--- src/hw/lcg_pkg.sv ---
/*
 package for the logic cell input gating block: register offsets,
 field positions, widths and reset values.
 assumes: used through lcg_pkg:: scoped names only, nothing imported.
*/
package lcg_pkg;
    // ******************************
    // widths
    // ******************************
    localparam int ADDR_W = 12;
    localparam int DATA_W = 8;
    localparam int SRC_W = 6;
    localparam int NUM_SRC = 64;
    localparam int NUM_CELLS = 4;
    localparam int NUM_GATES = 4;
    localparam int NUM_DATA = 4;
    localparam int INSTANCE_POINTER_W = 3;

    // ******************************
    // register offsets
    // ******************************
    localparam logic [11:0] LOGIC_CELL_CONTROL_OFS = 12'h58c;
    localparam logic [11:0] LOGIC_CELL_POLARITY_OFS = 12'h58d;
    localparam logic [11:0] DATA1_SOURCE_SELECT_OFS = 12'h58e;
    localparam logic [11:0] DATA2_SOURCE_SELECT_OFS = 12'h58f;
    localparam logic [11:0] DATA3_SOURCE_SELECT_OFS = 12'h590;
    localparam logic [11:0] DATA4_SOURCE_SELECT_OFS = 12'h591;
    localparam logic [11:0] GATE1_TERM_SELECT_OFS = 12'h592;
    localparam logic [11:0] GATE2_TERM_SELECT_OFS = 12'h593;
    localparam logic [11:0] GATE3_TERM_SELECT_OFS = 12'h594;
    localparam logic [11:0] GATE4_TERM_SELECT_OFS = 12'h595;
    localparam logic [11:0] CELL_INSTANCE_SELECT_OFS = 12'h596;
    localparam logic [11:0] CELL_OUTPUT_MIRROR_OFS = 12'h597;

    // ******************************
    // fields and reset values
    // ******************************
    localparam logic [5:0] SRC_RESERVED_FIRST = 6'h28;
    localparam logic [7:0] CONTROL_RESET = 8'h00;
    localparam logic [7:0] POLARITY_RESET = 8'h00;
    localparam logic [5:0] SOURCE_RESET = 6'h00;
    localparam logic [7:0] TERM_RESET = 8'h00;
    localparam logic [2:0] INSTANCE_POINTER_RESET = 3'h0;
    localparam logic [3:0] MIRROR_RESET = 4'h0;
    localparam int POL_GATE_LSB = 0;
    localparam int POL_OUT_BIT = 7;
    localparam int TERM_INV_BIT = 0;
    localparam int TERM_TRUE_BIT = 1;
endpackage

--- src/hw/lcg_top.sv ---
/*
 logic cell input gating: register file, four data selectors, four
 gates with polarity, and the cell output mirror.
 assumes: sources_in and cell_out_in come from logic on clk_sys_in;
 the cell function itself sits outside and consumes gate_out.
*/
`timescale 1ns/100ps
`default_nettype none

module lcg_top (
    input wire logic clk_sys_in,
    input wire logic nrst_in,
    input wire logic clk_en_in,
    input wire logic [11:0] addr_in,
    input wire logic [7:0] wdata_in,
    input wire logic wr_in,
    input wire logic rd_in,
    input wire logic [63:0] sources_in,
    input wire logic [3:0] cell_out_in,
    output logic [7:0] rdata_out,
    output logic [3:0] data_out,
    output logic [3:0] gate_out,
    output logic [7:0] control_out,
    output logic [2:0] instance_pointer_out
);
    // ******************************
    // register file
    // ******************************
    logic [7:0] control_q;
    logic [7:0] polarity_q;
    logic [5:0] src_sel_q [4];
    logic [7:0] term_sel_q [4];
    logic [2:0] instance_pointer_q;
    logic [3:0] output_mirror_reg_q;
    logic [3:0] data_q;
    logic [3:0] gate_q;
    logic [7:0] rdata_q;
    logic [3:0] data_d;
    logic [3:0] gate_d;
    logic [7:0] rdata_d;

    always_ff @(posedge clk_sys_in or negedge nrst_in) begin
        if (!nrst_in) begin
            control_q <= lcg_pkg::CONTROL_RESET;
            polarity_q <= lcg_pkg::POLARITY_RESET;
            instance_pointer_q <= lcg_pkg::INSTANCE_POINTER_RESET;
            for (int i = 0; i < 4; i++) begin
                src_sel_q[i] <= lcg_pkg::SOURCE_RESET;
                term_sel_q[i] <= lcg_pkg::TERM_RESET;
            end
        end else if (clk_en_in && wr_in) begin
            unique case (addr_in)
                lcg_pkg::LOGIC_CELL_CONTROL_OFS: control_q <= wdata_in;
                lcg_pkg::LOGIC_CELL_POLARITY_OFS: polarity_q <= wdata_in;
                lcg_pkg::DATA1_SOURCE_SELECT_OFS: src_sel_q[0] <= wdata_in[5:0];
                lcg_pkg::DATA2_SOURCE_SELECT_OFS: src_sel_q[1] <= wdata_in[5:0];
                lcg_pkg::DATA3_SOURCE_SELECT_OFS: src_sel_q[2] <= wdata_in[5:0];
                lcg_pkg::DATA4_SOURCE_SELECT_OFS: src_sel_q[3] <= wdata_in[5:0];
                lcg_pkg::GATE1_TERM_SELECT_OFS: term_sel_q[0] <= wdata_in;
                lcg_pkg::GATE2_TERM_SELECT_OFS: term_sel_q[1] <= wdata_in;
                lcg_pkg::GATE3_TERM_SELECT_OFS: term_sel_q[2] <= wdata_in;
                lcg_pkg::GATE4_TERM_SELECT_OFS: term_sel_q[3] <= wdata_in;
                lcg_pkg::CELL_INSTANCE_SELECT_OFS: begin
                    instance_pointer_q <= wdata_in[2:0];
                end
                default: begin
                end
            endcase
        end
    end

    // ******************************
    // cell output mirror
    // ******************************
    // hardware owns these bits: writes are ignored since the cells would
    // overwrite them on the next edge anyway
    always_ff @(posedge clk_sys_in or negedge nrst_in) begin
        if (!nrst_in) begin
            output_mirror_reg_q <= lcg_pkg::MIRROR_RESET;
        end else if (clk_en_in) begin
            output_mirror_reg_q <= cell_out_in;
        end
    end

    // ******************************
    // data selectors and gates
    // ******************************
    always_comb begin
        data_d = 4'h0;
        for (int y = 0; y < 4; y++) begin
            if (src_sel_q[y] < lcg_pkg::SRC_RESERVED_FIRST) begin
                data_d[y] = sources_in[src_sel_q[y]];
            end
        end
    end

    always_comb begin
        gate_d = 4'h0;
        for (int g = 0; g < 4; g++) begin
            for (int y = 0; y < 4; y++) begin
                // odd bit true, even bit inverted; OR of terms
                gate_d[g] = gate_d[g]
                    | (term_sel_q[g][2*y+1] & data_d[y])
                    | (term_sel_q[g][2*y] & ~data_d[y]);
            end
            gate_d[g] = gate_d[g] ^ polarity_q[g];
        end
    end

    always_ff @(posedge clk_sys_in or negedge nrst_in) begin
        if (!nrst_in) begin
            data_q <= 4'h0;
            gate_q <= 4'h0;
        end else if (clk_en_in) begin
            data_q <= data_d;
            gate_q <= gate_d;
        end
    end

    // ******************************
    // read path
    // ******************************
    always_comb begin
        unique case (addr_in)
            lcg_pkg::LOGIC_CELL_CONTROL_OFS: rdata_d = control_q;
            lcg_pkg::LOGIC_CELL_POLARITY_OFS: rdata_d = polarity_q;
            lcg_pkg::DATA1_SOURCE_SELECT_OFS: rdata_d = {2'h0, src_sel_q[0]};
            lcg_pkg::DATA2_SOURCE_SELECT_OFS: rdata_d = {2'h0, src_sel_q[1]};
            lcg_pkg::DATA3_SOURCE_SELECT_OFS: rdata_d = {2'h0, src_sel_q[2]};
            lcg_pkg::DATA4_SOURCE_SELECT_OFS: rdata_d = {2'h0, src_sel_q[3]};
            lcg_pkg::GATE1_TERM_SELECT_OFS: rdata_d = term_sel_q[0];
            lcg_pkg::GATE2_TERM_SELECT_OFS: rdata_d = term_sel_q[1];
            lcg_pkg::GATE3_TERM_SELECT_OFS: rdata_d = term_sel_q[2];
            lcg_pkg::GATE4_TERM_SELECT_OFS: rdata_d = term_sel_q[3];
            lcg_pkg::CELL_INSTANCE_SELECT_OFS: begin
                rdata_d = {5'h00, instance_pointer_q};
            end
            lcg_pkg::CELL_OUTPUT_MIRROR_OFS: begin
                rdata_d = {4'h0, output_mirror_reg_q};
            end
            default: rdata_d = 8'h00;
        endcase
    end

    // read data stands for one enabled cycle after the strobe only, and holds while clk_en_in is low
    always_ff @(posedge clk_sys_in or negedge nrst_in) begin
        if (!nrst_in) begin
            rdata_q <= 8'h00;
        end else if (clk_en_in) begin
            rdata_q <= rd_in ? rdata_d : 8'h00;
        end
    end

    assign rdata_out = rdata_q;
    assign data_out = data_q;
    assign gate_out = gate_q;
    assign control_out = control_q;
    assign instance_pointer_out = instance_pointer_q;
endmodule

`default_nettype wire

--- config.mk ---
export PLATFORM = sky130hd
export DESIGN_NAME = lcg_top
export DESIGN_NICKNAME = d
export VERILOG_FILES = /design/src/hw/lcg_pkg.sv /design/src/hw/lcg_top.sv
export SDC_FILE = /design/constraint.sdc
export NUM_CORES = 1
export LEC_CHECK = 0
export BUFFER_PORTS_ARGS = -buffer_cell sky130_fd_sc_hd__buf_2
export CAP_MARGIN = 20
export CORE_UTILIZATION = 50
export DETAILED_ROUTE_END_ITERATION = 12
export PLACE_DENSITY = 0.74
export SYNTH_ARGS = -nofsm -noshare
export SYNTH_HDL_FRONTEND = slang
export SYNTH_SLANG_ARGS = --single-unit
--- constraint.sdc ---
create_clock -name clk_sys_in -period 3 [get_ports clk_sys_in]
set_clock_uncertainty 0.1 [all_clocks]
set_input_delay 0.15 -clock clk_sys_in [delete_from_list [all_inputs] [get_ports clk_sys_in]]
set_output_delay 0.15 -clock clk_sys_in [all_outputs]
set_load 0.01 [all_outputs]
Word level (Yosys, flattened, before mapping)
Cells that the tools add are included.

Register bits after elaboration: 95.

$lt $le $gt $ge: 8. Equality and inequality tests: 12. Mux-type cells: 14. Bitwise gates (word level): 68. Reduce and logical (&&, ||, !) cells: 12.

Operators by type and width (number): $eq A12 B11 Y1 const B (12); $pmux W8 S12 (1); $and A1 B1 Y1 (32); $lt A6 B7 Y1 const B (4); $or A1 B1 Y1 (28); $bmux W1 S6 (4); $lt A6 B6 Y1 const B (4); $reduce_and A2 Y1 (11); $mux W1 (8); $mux W8 (1); $not A1 Y1 (4); $xor A1 B1 Y1 (4); $logic_and A1 B1 Y1 (1).

Logic depth before layout (Yosys ltp)
Word-level depth: 13. Mapped depth: 10. Depth with buffers taken out: 8.

Worst setup path before layout
Ideal clock, no wire load.

Kind: reg-to-reg. From: register src_sel_q[0] (netlist bit). To: register gate_q[0] (netlist: gate_out[0]). Setup time: 137 ps. Arrival time: 2286 ps. Required time: 2763 ps. Path slack: 477 ps. Cell stages (with the launch flop): 9. Buffers on the path: 1. Period minus slack after synthesis: 2523 ps. Cells stage by stage: dfrtp_1 buf_4 mux4_2 mux2i_1 o22ai_1 o31ai_2 mux2i_1 a41o_1 o221ai_2.

Longest elaborated chain between the ends: 7.

Ends and longest elaborated chain: from (decl) (line lcg_top.sv:31) `logic [5:0] src_sel_q [4];`; from (signal, indexed assignment) (line lcg_top.sv:48) `src_sel_q[i] <= lcg_pkg::SOURCE_RESET;`; $bmux W1 S6 (line lcg_top.sv:92) `data_d[y] = sources_in[src_sel_q[y]];`; $mux W1 (implied by the code) (line lcg_top.sv:92); $mux W1 * (line lcg_top.sv:91) `if (src_sel_q[y] < lcg_pkg::SRC_RESERVED_FIRST) begin`; $and A1 B1 Y1 / $not A1 Y1 (equally long branches) (line lcg_top.sv:103, lcg_top.sv:104); $or A1 B1 Y1 / $and A1 B1 Y1 (equally long branches) (line lcg_top.sv:103, lcg_top.sv:104); $or A1 B1 Y1 * (line lcg_top.sv:104) `| (term_sel_q[g][2*y] & ~data_d[y]);`; $xor A1 B1 Y1 * (line lcg_top.sv:106) `gate_d[g] = gate_d[g] ^ polarity_q[g];`; to (signal assigned) (line lcg_top.sv:116) `gate_q <= gate_d;`; to (decl) (line lcg_top.sv:36) `logic [3:0] gate_q;`.

Every way passes the cells marked *; elsewhere a longest branch is shown, timed or not. The select of a mux whose other input is x is not followed. A chain may end at the register's enable or synchronous reset.

Final worst setup path
From: register src_sel_q[12] (netlist bit). To: register gate_q[2] (netlist: gate_out[2]).

Longest elaborated chain between the ends: 11.

Ends and longest elaborated chain: $bmux W1 S6 (line lcg_top.sv:92); $mux W1 (implied by the code) (line lcg_top.sv:92); $mux W1 * (line lcg_top.sv:91); $and A1 B1 Y1 / $not A1 Y1 (equally long branches) (line lcg_top.sv:103, lcg_top.sv:104); $or A1 B1 Y1 / $and A1 B1 Y1 (equally long branches) (line lcg_top.sv:103, lcg_top.sv:104); $or A1 B1 Y1 * (line lcg_top.sv:104); $or A1 B1 Y1 * (line lcg_top.sv:103) `| (term_sel_q[g][2*y+1] & data_d[y])`; $or A1 B1 Y1 * (line lcg_top.sv:104); $or A1 B1 Y1 * (line lcg_top.sv:103); $or A1 B1 Y1 * (line lcg_top.sv:104); $xor A1 B1 Y1 * (line lcg_top.sv:106).

Marks and branches as above.

==> metrics <==
Sink Count=95; Distinct cells, synth=54; Starting Density=51.5%; sequential cell area fraction in the yosys report=40.3%; vias in the first global route=4645; hold crit path type=in2reg; clock latency at the later pin of the worst-skew pair=340 ps; TritonRoute pass-1 iters=5; CTS Buffer Depth=2; Final WS setup=202 ps; most common cell after layout, fill and taps aside=buf_2; # DRC=0; PD cells=386 nW/um^2; syn avg cell area=12.3 sq um; crit share post-route=93.3%; Synthesized Nets=571; most frequent cells in the layout=buf_2 (94), dfrtp_1 (91), mux2_2 (81); Tmin final=2800 ps; Core Rows=39; post-route insts no fill=727; Die X=111 microns; Reg clk slew, reported paths=70 ps; grt ovf=0; largest net degree at the start of global routing=42; Leakage=3.07 nW; ratio of cells with drive above 1 in the final layout=44.2%; cell taking the most area after synthesis=dfrtp_1; Routed WL per cell=22.5 microns; CP Launch Type=register; ys async rst share=100%; top cells by area, synth=dfrtp_1 (40%), mux2_2 (15%), mux4_2 (9.9%); WL final=16400 microns; Slew @ Worst Pin=582 ps; outcome=complete, no violations; first-pass GRT wire length=26400 microns; WP data arrival=2910 ps; maximum clock frequency=357 MHz; FF+latch area=2380 sq um; WP data required=3110 ps; Synth top area share=40.3%; number of synthesized register bits=95; final total negative setup slack=0 ps; Routed Antenna Nets=0; Core Region=11500 sq um; Via-to-Cell Ratio=6.43; nets=672; Fin. Hold Viols=0; placed cell count=706; GRT Resource Usage Total=28.1%; pre-CTS setup slack=86.4 ps; vias=4671; Post-Synthesis Cells=478; Critical Path End Type=register; synthesis-to-layout area growth=16.8%; final setup violation count=0; Warnings, synthesis=0; Layout fillers=937; Die ar.=12200 sq um; maximum fanout along the worst path=7; max_cap viols=0; post-DP HPWL=12200 microns; Max Slew Vio Count=0; area of the multi-input gates=3290 sq um; unrepaired setup endpoints after global routing=no; Post-synth EDFFs=0; CTS tree=yes; DR iter-0 viols=446; routability cong.=0.870; critical path class=reg2reg; Port Buffers=95; Slew Limit Headroom=61.1%; io pins=120; Ant. Diodes=0; Post-synth top flop=dfrtp_1; Netlist Area Pre-Place=5900 sq um; H-tree depth=3; CTS Buf Count=9; initial antenna violation count=0; IR drop worst, VDD=0.315 mV; Die Ht=111 microns; Clock Tree Root=clkbuf_16
flip-flops by register name, summed over array words and instances (netlist names):
name / flops
control_out: 8
data_out: 4
rdata_out: 8
gate_out: 4
src_sel_q: 24
polarity_q: 8
term_sel_q: 32
output_mirror_reg_q: 4
instance_pointer_out: 3
power by group:
part	total (mW)	internal [mW]	leakage (nW)	switching, mW
Combinational	0.245	0.109	1.63	0.135
Sequential	1.30	1.29	1.30	0.0105
Clock	1.12	0.620	0.145	0.496
Total	2.66	2.02	3.07	0.642
critical path: stages, from the launching register on:
cell	delay, ps
dfrtp_2	490
mux4_1	580
mux2_2	270
nand2_1	70
o21ai_2	70
a211oi_4	230
buf_4	220
mux2i_1	310
a41o_1	230
o221ai_2	80
cell type report:
cell class | count | share of cell area, %
inverter | 14 | 0.762
timing repair buffer | 122 | 10.1
clock inverter | 4 | 0.544
sequential | 95 | 34.5
clock buffer | 12 | 3.72
tap | 143 | 2.59
multi-input combinational | 337 | 47.8
final timing paths:
| kind | startpoint | end | slack, ps | depth (start not counted) |
|---|---|---|---|---|
| setup reg to reg | src_sel_q[12] | gate_out[2] | 200 | 9 |
| min in group asynchronous | nrst_in | data_out[1] | 230 | 2 |
| hold / removal | wdata_in[6] | term_sel_q[22] | 50 | 2 |
| max in group asynchronous | nrst_in | src_sel_q[18] | 1770 | 3 |
| hold reg to reg | output_mirror_reg_q[0] | output_mirror_reg_q[0] | 420 | 1 |
| setup / recovery | src_sel_q[12] | gate_out[2] | 200 | 9 |
metal layers:
layer	vias to the layer above	part of all wire, %	track usage (%)
met5	-	0	0
met4	0	1.9	7.11
met3	20	7.6	6.51
met2	220	47	43.9
met1	2355	43	39.7
li1	2076	-	-
stage by stage:
step           instance area, sq um  util, %  hold slack, ps  total power [mW]
6_report                       6900     60.1            45.2              2.66
3_5_place_dp                   6550     57.1            70.3              1.57
5_1_grt                        6900     60.1            51.2              2.75
4_1_cts                        6890     60.1            34.5              2.68
3_3_place_gp                   6550     57.1            73.0              1.56
2_1_floorplan                  5900        -            -246              1.43
repair_timing:
item / CTS / global route
endpoints found under the setup margin: 0 / 4
resized for setup: 0 / 4
buffers inserted: 0 / 0
endpoints found under the hold margin: 43 / 0
hold buffers: 5 / 0
cells in the mapped netlist, types with 3 or more instances:
cell type  number
dfrtp_1        95
mux2_2         81
mux2i_1        40
mux4_2         26
nand2_1        26
nor2_1         22
a221oi_1       14
inv_1          14
a22o_1         13
clkbuf_1       13
nor2b_1        11
buf_2           9
o22ai_1         8
and2_1          7
a222oi_1        5
and3_1          5
nand4_1         5
or2b_1          5
a2111oi_0       4
a22oi_1         4
a31oi_1         4
a41o_1          4
mux4_1          4
nand3_1         4
nand3b_1        4
o21ai_0         4
o221ai_2        4
buf_1           3
or3_1           3
logic make-up (layout without fill, tap and decap cells):
kind of cell | after synthesis | in the layout | share of synthesized area [%]
simple gates | 103 | 103 | 9.31
flops | 95 | 95 | 40.3
buf+inv | 46 | 152 | 3.92
mux | 153 | 153 | 34.8
compound gates | 81 | 81 | 11.7
Note: power is estimated with default switching activity, not from simulation.
